<file path="config.mk">
export PLATFORM = sky130hd
export DESIGN_NAME = blrr_cmd
export DESIGN_NICKNAME = d
export VERILOG_FILES = /design/src/pkg/blrr_pkg.sv /design/src/rtl/blrr_fifo.sv /design/src/rtl/blrr_txreg.sv /design/src/rtl/blrr_cmd.sv
export VERILOG_INCLUDE_DIRS = /design/src /design/src/pkg
export SDC_FILE = /design/constraint.sdc
export NUM_CORES = 1
export LEC_CHECK = 0
export BUFFER_PORTS_ARGS = -buffer_cell sky130_fd_sc_hd__buf_2
export CORE_AREA = 10 10 163 165
export CTS_BUF_LIST = sky130_fd_sc_hd__clkbuf_16
export DETAILED_ROUTE_END_ITERATION = 10
export DIE_AREA = 0 0 173 175
export GPL_ROUTABILITY_DRIVEN = 0
export PLACE_DENSITY_LB_ADDON = 0.08
export SLEW_MARGIN = 25
export SYNTH_ARGS = -nofsm -noshare
export SYNTH_HDL_FRONTEND = slang
export SYNTH_HIERARCHICAL = 1
export SYNTH_SLANG_ARGS = --single-unit
</file>
<file path="constraint.sdc">
create_clock -name CLOCK -period 8.6 [get_ports CLOCK]
set_input_delay 0.86 -clock CLOCK [delete_from_list [all_inputs] [get_ports CLOCK]]
set_output_delay 0.86 -clock CLOCK [all_outputs]
set_load 0.01 [all_outputs]
</file>
<file path="src/pkg/blrr_cfg.svh">
// Constants of the boot loader run and reset command block
`ifndef BLRR_CFG_SVH
`define BLRR_CFG_SVH

// ---------------------------------------------------------------
// Packet codes
// ---------------------------------------------------------------
`define BLRR_CMD_RUN     8'h22
`define BLRR_CMD_RESET   8'h25
`define BLRR_ACK         8'hCC
`define BLRR_NAK         8'h33
`define BLRR_ZERO        8'h00

// ---------------------------------------------------------------
// Packet lengths and layout
// ---------------------------------------------------------------
`define BLRR_LEN_RUN     8'h07
`define BLRR_LEN_RESET   8'h03
`define BLRR_LEN_MIN     8'h03
`define BLRR_HDR_BYTES   8'h03

// ---------------------------------------------------------------
// Buffer shape
// ---------------------------------------------------------------
`define BLRR_BYTE_W      8
`define BLRR_FIFO_DEPTH  16

`endif

</file>
<file path="src/pkg/blrr_pkg.sv">
// Types of the boot loader run and reset command block
package blrr_pkg;

    // ---------------------------------------------------------------
    // Parser states, one-hot
    // ---------------------------------------------------------------
    typedef enum logic [5:0] {
        BLRR_IDLE  = 6'h01,
        BLRR_SUM   = 6'h02,
        BLRR_DATA  = 6'h04,
        BLRR_CHECK = 6'h08,
        BLRR_REPLY = 6'h10,
        BLRR_WAIT  = 6'h20
    } blrr_state_t;

    // ---------------------------------------------------------------
    // Carriers
    // ---------------------------------------------------------------
    typedef struct packed {
        logic       valid;
        logic [7:0] data;
    } blrr_byte_t;

    typedef struct packed {
        logic        jump;
        logic        restart;
        logic [31:0] addr;
    } blrr_action_t;

endpackage

</file>
<file path="src/rtl/blrr_fifo.sv">
// Byte FIFO with valid and ready on both sides
`timescale 1ns/100ps
module blrr_fifo #(
    parameter int WIDTH = 8,
    parameter int DEPTH = 16
) (
    input  wire logic             clk,
    input  wire logic             rst_n,
    input  wire logic             in_valid,
    output logic                  in_ready,
    input  wire logic [WIDTH-1:0] in_data,
    output logic                  out_valid,
    input  wire logic             out_ready,
    output logic      [WIDTH-1:0] out_data
);
    localparam int AW = $clog2(DEPTH);

    logic [WIDTH-1:0] mem_reg [DEPTH];
    logic [AW-1:0]    wr_ptr_reg;
    logic [AW-1:0]    rd_ptr_reg;
    logic [AW:0]      count_reg;
    wire              push;
    wire              pop;

    assign in_ready  = (count_reg != (AW+1)'(DEPTH));
    assign out_valid = (count_reg != '0);
    assign push      = in_valid && in_ready;
    assign pop       = out_valid && out_ready;
    assign out_data  = mem_reg[rd_ptr_reg];

    always_ff @(posedge clk) begin
        if (push) begin
            mem_reg[wr_ptr_reg] <= in_data;
        end
    end

    always_ff @(posedge clk) begin
        if (!rst_n) begin
            wr_ptr_reg <= '0;
            rd_ptr_reg <= '0;
            count_reg  <= '0;
        end else begin
            wr_ptr_reg <= push ? AW'(wr_ptr_reg + 1'b1) : wr_ptr_reg;
            rd_ptr_reg <= pop ? AW'(rd_ptr_reg + 1'b1) : rd_ptr_reg;
            count_reg  <= (AW+1)'(count_reg + {{AW{1'b0}}, push} - {{AW{1'b0}}, pop});
        end
    end
endmodule

</file>
<file path="src/rtl/blrr_txreg.sv">
// One-byte holding register for reply bytes toward the link
`timescale 1ns/100ps
module blrr_txreg (
    input  wire logic       clk,
    input  wire logic       rst_n,
    input  wire logic       in_valid,
    output logic            in_ready,
    input  wire logic [7:0] in_data,
    output logic            out_valid,
    input  wire logic       out_ready,
    output logic      [7:0] out_data
);
    logic       full_reg;
    logic [7:0] data_reg;

    assign in_ready  = !full_reg;
    assign out_valid = full_reg;
    assign out_data  = data_reg;

    always_ff @(posedge clk) begin
        if (!rst_n) begin
            full_reg <= 1'b0;
            data_reg <= 8'h00;
        end else if (in_valid && in_ready) begin
            full_reg <= 1'b1;
            data_reg <= in_data;
        end else if (full_reg && out_ready) begin
            full_reg <= 1'b0;
        end
    end
endmodule

</file>
<file path="src/rtl/blrr_cmd.sv">
// Run and restart command interpreter of the serial boot loader
`timescale 1ns/100ps
`include "blrr_cfg.svh"

// How it works
// Command byte 22 hex in the data starts execution at a given address.
// Execute packet is seven bytes, address MSB first, sum over bytes three to seven.
// Acknowledge leaves the link before the jump is signalled.
// Restart packet is three bytes, command 25 hex, sum equals that byte.
// Acknowledge leaves the link before the software reset is raised.
// Restart raises a full device reset; execute only jumps.
// Host may send restart after a critical error to start over.
// First byte is total length; second is 8-bit sum of data bytes.
// Reply CC hex for an intact packet, 33 hex otherwise.
// Leading zero bytes are skipped; first non-zero byte starts the packet.
// Bad length or sum on execute or restart gives NAK and no action.
module blrr_cmd (
    input  wire logic                  CLOCK,
    input  wire logic                  RST_N,
    input  wire blrr_pkg::blrr_byte_t  RX_BYTE,
    output logic                       RX_READY,
    output blrr_pkg::blrr_byte_t       TX_BYTE,
    input  wire logic                  TX_READY,
    output blrr_pkg::blrr_action_t     ACTION
);
    import blrr_pkg::*;

    // ---------------------------------------------------------------
    // Declarations
    // ---------------------------------------------------------------
    blrr_state_t  st_reg;
    blrr_state_t  st_next;
    logic [7:0]   len_reg;
    logic [7:0]   chk_reg;
    logic [7:0]   sum_reg;
    logic [7:0]   idx_reg;
    logic [7:0]   cmd_reg;
    logic [31:0]  addr_reg;
    logic [7:0]   reply_reg;
    logic         jump_reg;
    logic         restart_reg;
    logic         ack_seen_reg;
    logic         q_valid;
    logic [7:0]   q_data;
    logic         tx_in_ready;
    logic         tx_valid;
    logic [7:0]   tx_data;
    wire          q_ready;
    wire          pop;
    wire          last_data;
    wire          sum_ok;
    wire          len_ok;
    wire          intact;
    wire          tx_push;
    wire          tx_done;
    wire          tx_idle;
    wire          is_run;
    wire          is_reset;
    wire          act_go;

    // ---------------------------------------------------------------
    // Input buffer
    // ---------------------------------------------------------------
    blrr_fifo #(
        .WIDTH (`BLRR_BYTE_W),
        .DEPTH (`BLRR_FIFO_DEPTH)
    ) u_rx_fifo (
        .clk       (CLOCK),
        .rst_n     (RST_N),
        .in_valid  (RX_BYTE.valid),
        .in_ready  (RX_READY),
        .in_data   (RX_BYTE.data),
        .out_valid (q_valid),
        .out_ready (q_ready),
        .out_data  (q_data)
    );

    // ---------------------------------------------------------------
    // Reply holding register
    // ---------------------------------------------------------------
    blrr_txreg u_tx (
        .clk       (CLOCK),
        .rst_n     (RST_N),
        .in_valid  (tx_push),
        .in_ready  (tx_in_ready),
        .in_data   (reply_reg),
        .out_valid (tx_valid),
        .out_ready (TX_READY),
        .out_data  (tx_data)
    );

    assign TX_BYTE.valid = tx_valid;
    assign TX_BYTE.data  = tx_data;
    assign ACTION.jump    = jump_reg;
    assign ACTION.restart = restart_reg;
    assign ACTION.addr    = addr_reg;

    // ---------------------------------------------------------------
    // Decoding
    // ---------------------------------------------------------------
    assign q_ready   = (st_reg == BLRR_IDLE) || (st_reg == BLRR_SUM) || (st_reg == BLRR_DATA);
    assign pop       = q_valid && q_ready;
    assign last_data = (idx_reg == 8'(len_reg - `BLRR_HDR_BYTES));
    assign is_run    = (cmd_reg == `BLRR_CMD_RUN);
    assign is_reset  = (cmd_reg == `BLRR_CMD_RESET);
    assign sum_ok    = (sum_reg == chk_reg);
    assign len_ok    = (len_reg >= `BLRR_LEN_MIN)
                    && (!is_run || len_reg == `BLRR_LEN_RUN)
                    && (!is_reset || len_reg == `BLRR_LEN_RESET);
    assign intact    = sum_ok && len_ok;
    assign tx_push   = (st_reg == BLRR_REPLY);
    assign tx_done   = tx_valid && TX_READY;
    assign tx_idle   = !tx_valid;
    assign act_go    = (st_reg == BLRR_WAIT) && tx_idle;

    // ---------------------------------------------------------------
    // Next state
    // ---------------------------------------------------------------
    always_comb begin
        st_next = st_reg;
        case (st_reg)
            BLRR_IDLE: begin
                if (pop && q_data != `BLRR_ZERO) begin
                    st_next = BLRR_SUM;
                end
            end
            BLRR_SUM: begin
                if (pop) begin
                    st_next = (len_reg < `BLRR_LEN_MIN) ? BLRR_CHECK : BLRR_DATA;
                end
            end
            BLRR_DATA: begin
                if (pop && last_data) begin
                    st_next = BLRR_CHECK;
                end
            end
            BLRR_CHECK: begin
                st_next = BLRR_REPLY;
            end
            BLRR_REPLY: begin
                if (tx_in_ready) begin
                    if (reply_reg == `BLRR_ACK && (is_run || is_reset)) begin
                        st_next = BLRR_WAIT;
                    end else begin
                        st_next = BLRR_IDLE;
                    end
                end
            end
            BLRR_WAIT: begin
                if (tx_idle) begin
                    st_next = BLRR_IDLE;
                end
            end
            default: begin
                st_next = BLRR_IDLE;
            end
        endcase
    end

    // ---------------------------------------------------------------
    // Packet capture
    // ---------------------------------------------------------------
    always_ff @(posedge CLOCK) begin
        if (!RST_N) begin
            st_reg    <= BLRR_IDLE;
            len_reg   <= 8'h00;
            chk_reg   <= 8'h00;
            sum_reg   <= 8'h00;
            idx_reg   <= 8'h00;
            cmd_reg   <= 8'h00;
            addr_reg  <= 32'h0000_0000;
            reply_reg <= 8'h00;
        end else begin
            st_reg <= st_next;
            if (st_reg == BLRR_IDLE && pop) begin
                len_reg <= q_data;
            end
            if (st_reg == BLRR_SUM && pop) begin
                chk_reg <= q_data;
                sum_reg <= 8'h00;
                idx_reg <= 8'h00;
                cmd_reg <= 8'h00;
            end
            if (st_reg == BLRR_DATA && pop) begin
                sum_reg <= 8'(sum_reg + q_data);
                idx_reg <= 8'(idx_reg + 8'h01);
                if (idx_reg == 8'h00) begin
                    cmd_reg <= q_data;
                end else begin
                    addr_reg <= {addr_reg[23:0], q_data};
                end
            end
            if (st_reg == BLRR_CHECK) begin
                reply_reg <= intact ? `BLRR_ACK : `BLRR_NAK;
            end
        end
    end

    // ---------------------------------------------------------------
    // Actions
    // ---------------------------------------------------------------
    always_ff @(posedge CLOCK) begin
        if (!RST_N) begin
            jump_reg     <= 1'b0;
            restart_reg  <= 1'b0;
            ack_seen_reg <= 1'b0;
        end else begin
            jump_reg     <= act_go && is_run;
            restart_reg  <= act_go && is_reset;
            if (tx_done && tx_data == `BLRR_ACK) begin
                ack_seen_reg <= 1'b1;
            end else if (st_reg == BLRR_CHECK) begin
                ack_seen_reg <= 1'b0;
            end
        end
    end
endmodule

</file>
==> results of run 1 <==
[kinds of logic (layout without fill, tap and decap cells)]
logic type / count (synthesis) / count (layout) / synth area share [%]
multiplexers: 49 / 49 / 9.38
AO/OA/AOI/OAI: 132 / 132 / 8.01
XOR/XNOR: 29 / 29 / 2.51
AND/OR/NAND/NOR: 285 / 285 / 14.2
adder cells (fa/ha/maj): 23 / 23 / 2.99
buffers and inverters: 67 / 131 / 3.68
flip-flops: 236 / 236 / 59.2
[layout make-up]
class	instances	area (um^2)
fill	2087	11700
sequential	236	6010
multi-input combinational	518	3760
tap	319	399
clock buffer	28	701
timing repair buffer	63	335
clock inverter	20	285
inverter	20	75.1
[metrics by stage]
stage          power (mW)  hold WS, ns  worst slack [ns]
2_1_floorplan        2.01        0.449              5.54
3_3_place_gp         2.18        0.439              4.83
3_5_place_dp         2.21        0.445              4.74
4_1_cts              3.45        0.453              4.70
5_1_grt              3.60        0.476              4.89
6_report             3.41        0.449              5.08
[path summary, 6_finish.rpt]
path                        startpoint  depth (start not counted)                   endpoint
min reg2reg  addr_reg[30]$_SDFFE_PN0P_                          2  addr_reg[30]$_SDFFE_PN0P_
max                               flop                          9    sum_reg[7]$_SDFFE_PN0P_
max reg2reg                       flop                          9    sum_reg[7]$_SDFFE_PN0P_
min          addr_reg[30]$_SDFFE_PN0P_                          2  addr_reg[30]$_SDFFE_PN0P_
[synthesized netlist by cell type, drive strengths merged (2+ instances only)]
master	count	area, um^2
o211ai	3	22.5
dfxtp	108	2160
nor3	9	50.1
inv	20	75.1
xor2	7	61.3
or4b	2	20.0
nand3	23	130
a2111oi	2	30.0
nor4	10	77.6
nand2b	3	18.8
and3	10	62.6
nand2	129	494
nor2	39	146
a21o	6	45.0
xnor2	22	193
nor3b	4	30.0
a22oi	24	180
buf	25	195
o21ai	12	60.1
fa	2	40.0
a21boi	3	22.5
nor2b	6	40.0
o31ai	3	22.5
and3b	4	35.0
mux4	32	781
ha	21	263
edfxtp	128	3840
nor4b	3	26.3
and2	19	119
o211a	2	20.0
nand4	4	25.0
or3	3	18.8
nand3b	5	37.5
clkdlybuf4s25	3	30.0
a31oi	3	18.8
mux2i	17	170
a211oi	3	22.5
a21oi	67	335
or4	6	48.8
clkbuf	19	72.6
and4b	2	20.0
[critical path, delay by kind of cell, from the launching register on]
family / cells / cell delay, ns
muxes: 1 / 0.64
adders and majority gates: 1 / 0.41
DFF: 1 / 0.73
and+or+nand+nor: 5 / 1.22
AOI/OAI and AO/OA: 2 / 0.42
[routing by layer]
metal	track usage, %	vias to the layer above	share of wire (%)
met3	2.74	39	4.2
met4	3.70	0	2.0
met2	26.2	126	51
li1	-	3103	-
met5	0	-	0
met1	17.6	3229	43
[power by group]
group	leakage [nW]	internal [mW]	switching [mW]
Clock	0.478	0.774	0.459
Combinational	1.62	0.363	0.451
Sequential	2.03	1.26	0.102
==> summary.md, run 1 <==
| Metric | Value |
|---|---|
| Status | completed |
| First-pass DRT Iterations | 4 |
| Post-layout util | 49.7% |
| Post-Layout Cell Count | 1204 |
| Slew headroom | 33.8% |
| Cts hold-fix bufs | 0 |
| Syn avg cell area | 12.3 um^2 |
| Initial antenna violation count | 0 |
| Cts repair resizes | 0 |
| Input/output buffers | 55 |
| Worst reg2reg setup slack | approximately 5.1 ns |
| Critical Path RT | 9.06 ns |
| Commonest non-fill, non-tap cell in the layout | edfxtp_1 |
| Most common flop cell mapped by yosys | edfxtp_1 |
| Setup Total Neg Slack | 0 ns |
| Tcrit/Tclk final | 41.0% |
| Max cap viols | 0 |
| Total CTS buffers | 26 |
| Type of origin of the critical path | flop |
| Setup violation total in the final timing report | 0 |
| Max stage delay on crit path | 0.73 ns |
| Area after DPL | 10600 um^2 |
| Worst-skew pair later-pin latency | 0.54 ns |
| Pins Over Slew Limit | 0 |
| Fin. Hold Viols | 0 |
| Routed wire length per instance | 18.7 um |
| Largest net degree at the start of global routing | 65 |
| # IOs | 56 |
| Crit path arrival time | 3.98 ns |
| Final ANT Viol Nets | 0 |
| Final cell area excluding filler cells | between 10000 and 15000 um^2 |
| Synthesized area | around 10000 um^2 |
| Worst Hold Class | reg -> reg |
| Tmin final | about 3.5 ns |
| # diodes | 0 |
| Worst-margin pin slew | 0.989 ns |
| Post-synth EDFFs | roughly 130 |
| Synth Warn # | 6 |
| Register area share after synthesis | 59.2% |
| Pwr Density | just under 300 nW/um^2 |
| First-pass GRT wire length | approximately 36000 um |
| CP Cell Sequence | mux4_1, a22oi_1, nand2_1, ha_1, nor3_1, nor2_1, and3_1, or4_1, a31oi_1 |
| Via count | 6497 |
| Die span in x | 173 um |
| Synth-to-layout area growth | 14.1% |
| Via density | around 5.4 |
| Vias in the first global route | 6640 |
| Async set-reset flop share out of synthesis | 0% |
| Total die area | 30300 um^2 |
| Max reg flops | 128 |
| CP Max Fanout | 32 |
| Cells after synthesis | 821 |
| H-tree levels | 1 |
| Skew final | about 0.010 ns |
| CTS tree | built |
| Core area | 23300 um^2 |
| Standard-cell row count | between 50 and 60 |
| Clk root buf | clkbuf_16 |
| # DRC | 0 |
| Register bit total from synthesis | 236 |
| Share of layout cells above drive strength 1 | 15.8% |
| Drt initial violations | about 380 |
| Post-CTS Setup Bufs | 0 |
| Routed wire length | 22500 um |
| Post-synthesis cell type count | 62 |
| Fmax | 284 MHz |
| Leakage | about 4.1 nW |
| Clock buffer depth | 3 |
| Peak VDD IR | 0.161 mV |
| Syn nets | 856 |
| Final net count | 900 |
| Worst-path clk slew | 0.06 ns |
| Clock Sinks | 236 |
| Dpl cells | 1156 |
| RSZ-0062 raised after global routing | no |
| Worst Setup End Kind | flop |
| Hpwl dp | 15000 um |
| Crit Path Class | reg -> reg |
| GRT overflow | 0 |
| Most frequent cells in the layout | edfxtp_1, nand2_1, dfxtp_1 |
| Die Y | between 150 and 200 um |
| CP max-delay cell | dfxtp_4 |
| GRT Util Overall | 14.6% |
| Initial Util | 43.6% |
No activity file was read; power rests on OpenSTA's default activity.
==> run 2: changes to the inputs <==
--- a/config.mk
+++ b/config.mk
@@ -6,11 +6,12 @@
 export SDC_FILE = /design/constraint.sdc
 export NUM_CORES = 1
 export LEC_CHECK = 0
+export ABC_AREA = 1
 export BUFFER_PORTS_ARGS = -buffer_cell sky130_fd_sc_hd__buf_2
-export CORE_AREA = 10 10 163 165
+export CORE_AREA = 10 10 169 171
 export CTS_BUF_LIST = sky130_fd_sc_hd__clkbuf_16
 export DETAILED_ROUTE_END_ITERATION = 10
-export DIE_AREA = 0 0 173 175
+export DIE_AREA = 0 0 179 181
 export GPL_ROUTABILITY_DRIVEN = 0
 export PLACE_DENSITY_LB_ADDON = 0.08
 export SLEW_MARGIN = 25
==> constraint.sdc (replaced) <==
create_clock -name CLOCK -period 3.6 [get_ports CLOCK]
set_input_delay 0.36 -clock CLOCK [delete_from_list [all_inputs] [get_ports CLOCK]]
set_output_delay 0.36 -clock CLOCK [all_outputs]
set_load 0.01 [all_outputs]
==> run 2 against run 1 <==
  * Clock skew increased by 0.0061 ns
  * Worst hold slack got worse by 0.36 ns
  * Sequential share of layout area decreased by 2.8 points
  * Register-to-register slack got worse by 4.6 ns
  * Non-clock buffer count increased by 5
  * Count of clock-buffer cells in the layout decreased by 1
  * Synthesized cell count is 56% higher
  * Fmax is 14% higher
  * Flip-flop and latch count did not move
  * Critical endpoint unchanged
==> summary.md, run 2 <==
| Metric | Value |
|---|---|
| Pwr Density | ~650 nW/um^2 |
| Skew final | 0.0164 ns |
| Register bit total from synthesis | ~240 |
| Most common flop cell mapped by yosys | edfxtp_1 |
| Cell taking the most area after synthesis | edfxtp_1 |
| R2R depth | 16 |
| # IOs | 56 |
| Max cap viols | 0 |
| Crit Path Class | reg -> reg |
| # diodes | 0 |
| Register area share after synthesis | 54.9% |
| Reg-to-reg endpoint | sum_reg[7]$_SDFFE_PN0P_ |
| Type of origin of the critical path | flop |
| Cts hold-fix bufs | 0 |
| Setup WS pre-CTS | 0.557 ns |
| Max reg flops | 128 |
| Hold_ws | between 0.09 and 0.1 ns |
| GRT Util Overall | 16.4% |
| First-pass DRT Iterations | 5 |
| Worst reg2reg setup slack | 0.51 ns |
| Tmin final | 3.09 ns |
| Final ANT Viol Nets | 0 |
| Synth Warn # | 6 |
| Peak VDD IR | 0.471 mV |
| Fin worst setup slack | 0.514 ns |
| Synth-to-layout area growth | 11.9% |
| Post-Layout Cell Count | 1674 |
| Routed wire length per instance | approximately 16 um |
| Cts repair resizes | 0 |
| Post-synthesis cell type count | 36 |
| Top cell type's share of synthesized area | between 30% and 40% |
| CP max-delay cell | inv_2 |
| Crit path arrival time | 3.48 ns |
| Input/output buffers | 55 |
| Total die area | 32400 um^2 |
| Post-layout util | 48.9% |
| Post-synth EDFFs | approximately 130 |
| Clock Sinks | 236 |
| Via density | a little under 5 |
| Largest net degree at the start of global routing | 76 |
| # DRC | 0 |
| Synth top area cells | edfxtp_1, dfxtp_1, nand2_1 |
| Syn nets | ~1.3k |
| Clock buffer depth | 3 |
| Most frequent cells in the layout | nand2_1, inv_1, nor2_1 |
| Worst-path clk slew | around 0.06 ns |
| Setup Total Neg Slack | 0 ns |
| Fin. Hold Viols | 0 |
| Share of layout cells above drive strength 1 | 10.9% |
| H-tree levels | 1 |
| Setup violation total in the final timing report | 0 |
| Fmax | between 300 and 400 MHz |
| Final net count | 1359 |
| Worst Hold Class | in -> reg |
| CP Max Fanout | 29 |
| Cells after synthesis | 1279 |
| Die Y | around 180 um |
| Post-synth top cells | nand2_1, inv_1, nor2_1 |
| Worst-skew pair later-pin latency | around 0.55 ns |
| Routed wire length | 26700 um |
| Slew headroom | 38.1% |
| Hold EP | u_tx/out_valid$_SDFFE_PN0P_ |
| Clk root buf | clkbuf_16 |
| Initial antenna violation count | 0 |
| Max stage delay on crit path | 0.45 ns |
| Critical Path RT | 4.00 ns |
| Post-CTS Setup Bufs | 0 |
| Tcrit/Tclk final | between 80% and 90% |
| CTS tree | built |
| Drt initial violations | 572 |
| Pins Over Slew Limit | 0 |
| Status | completed |
| Initial Util | 43.7% |
| Top-count cell post-synth | nand2_1 |
| Hpwl dp | approximately 17000 um |
| Core area | 25000 um^2 |
| Commonest non-fill, non-tap cell in the layout | nand2_1 |
| Standard-cell row count | 58 |
| Area after DPL | 11400 um^2 |
| Synthesized area | 10900 um^2 |
| Most frequent CP cell | nand2_1 |
| RSZ-0062 raised after global routing | no |
| Design Power | 8.01 mW |
| Final cell area excluding filler cells | 12200 um^2 |
| Die span in x | 179 um |
| Hold path startpoint | TX_READY |
| Dpl cells | 1625 |
| First-pass GRT wire length | 43100 um |
| Via count | 8275 |
| Worst Setup End Kind | flop |
| Worst-margin pin slew | approximately 0.9 ns |
| Async set-reset flop share out of synthesis | 0% |
| Leakage | 5.44 nW |
| CP Cell Sequence | inv_2, buf_4, nand2_1, nand2_1, nand2_1, nand3_1, nand3_1, nand2_1, ha_1, a21oi_1, nand2_1, nand2_1, nand3_1, or2_2, nand3_1, a21oi_1 |
| WHS Path Cells | 4 |
| GRT overflow | 0 |
| Syn avg cell area | 8.55 um^2 |
| Vias in the first global route | 7936 |
| Total CTS buffers | 27 |
-- run 2: cell count changes after synthesis, moves of 17 or more --
cell,previous run,this run
a21oi_1,67,50
a22oi_1,24,0
and2_1,19,0
inv_1,20,175
mux2i_1,17,0
nand2_1,127,276
nand3_1,20,161
nor2_1,39,162
o21ai_0,12,36
o21ai_1,0,31
-- run 2: worst max-delay path, delay by kind of cell, from the launching register on --
| kind | cells | cell delay [ns] |
|---|---|---|
| simple gates | 11 | 1.31 |
| fa+ha+maj | 1 | 0.32 |
| compound gates | 2 | 0.23 |
| flops | 1 | 0.32 |
| buf+inv | 2 | 0.74 |
-- run 2: cell type report --
type | count | area, um^2
flip-flops and latches | 236 | 6010
well taps | 330 | 413
fillers | 2424 | 12800
inverters | 188 | 706
multi-input cells | 803 | 3870
clock inverters | 22 | 178
repair buffers | 68 | 385
clock buffers | 27 | 676
-- run 2: worst max path at each step --
stage	slack, ns	from	to
after detailed placement	0.56	flop	sum_reg[7]$_SDFFE_PN0P_
after global routing	0.20	flop	sum_reg[5]$_SDFFE_PN0P_
after global placement	0.58	flop	sum_reg[7]$_SDFFE_PN0P_
after floorplan	1.27	u_rx_fifo/count_reg[3]$_SDFF_PN0_	u_rx_fifo/count_reg[4]$_SDFF_PN0_
after CTS	0.52	flop	sum_reg[7]$_SDFFE_PN0P_
final	0.51	flop	sum_reg[7]$_SDFFE_PN0P_
-- run 2: cell families (layout without fill, tap and decap cells) --
group | count (synthesis) | in the layout | share of synthesized area (%)
AO/OA/AOI/OAI | 122 | 122 | 5.71
AND/OR/NAND/NOR | 640 | 640 | 25.5
adder cells (fa/ha/maj) | 23 | 23 | 2.77
XOR/XNOR | 18 | 18 | 1.44
buffers and inverters | 240 | 305 | 9.71
flip-flops | 236 | 236 | 54.9
-- run 2: per-layer routing --
| layer | global-route usage (%) | wire length [um] | vias to the layer above |
|---|---|---|---|
| li1 | - | - | 4206 |
| met1 | 21.8 | 12400 | 3891 |
| met2 | 27.7 | 12800 | 144 |
| met3 | 2.19 | 974 | 34 |
| met4 | 3.54 | 532 | 0 |
| met5 | 0 | 0 | - |
-- run 2: report_power, final --
| group | internal (mW) | leakage [nW] | switching (mW) |
|---|---|---|---|
| clock network | 1.52 | 0.418 | 1.12 |
| registers | 3.00 | 2.03 | 0.113 |
| logic | 0.685 | 2.99 | 1.57 |
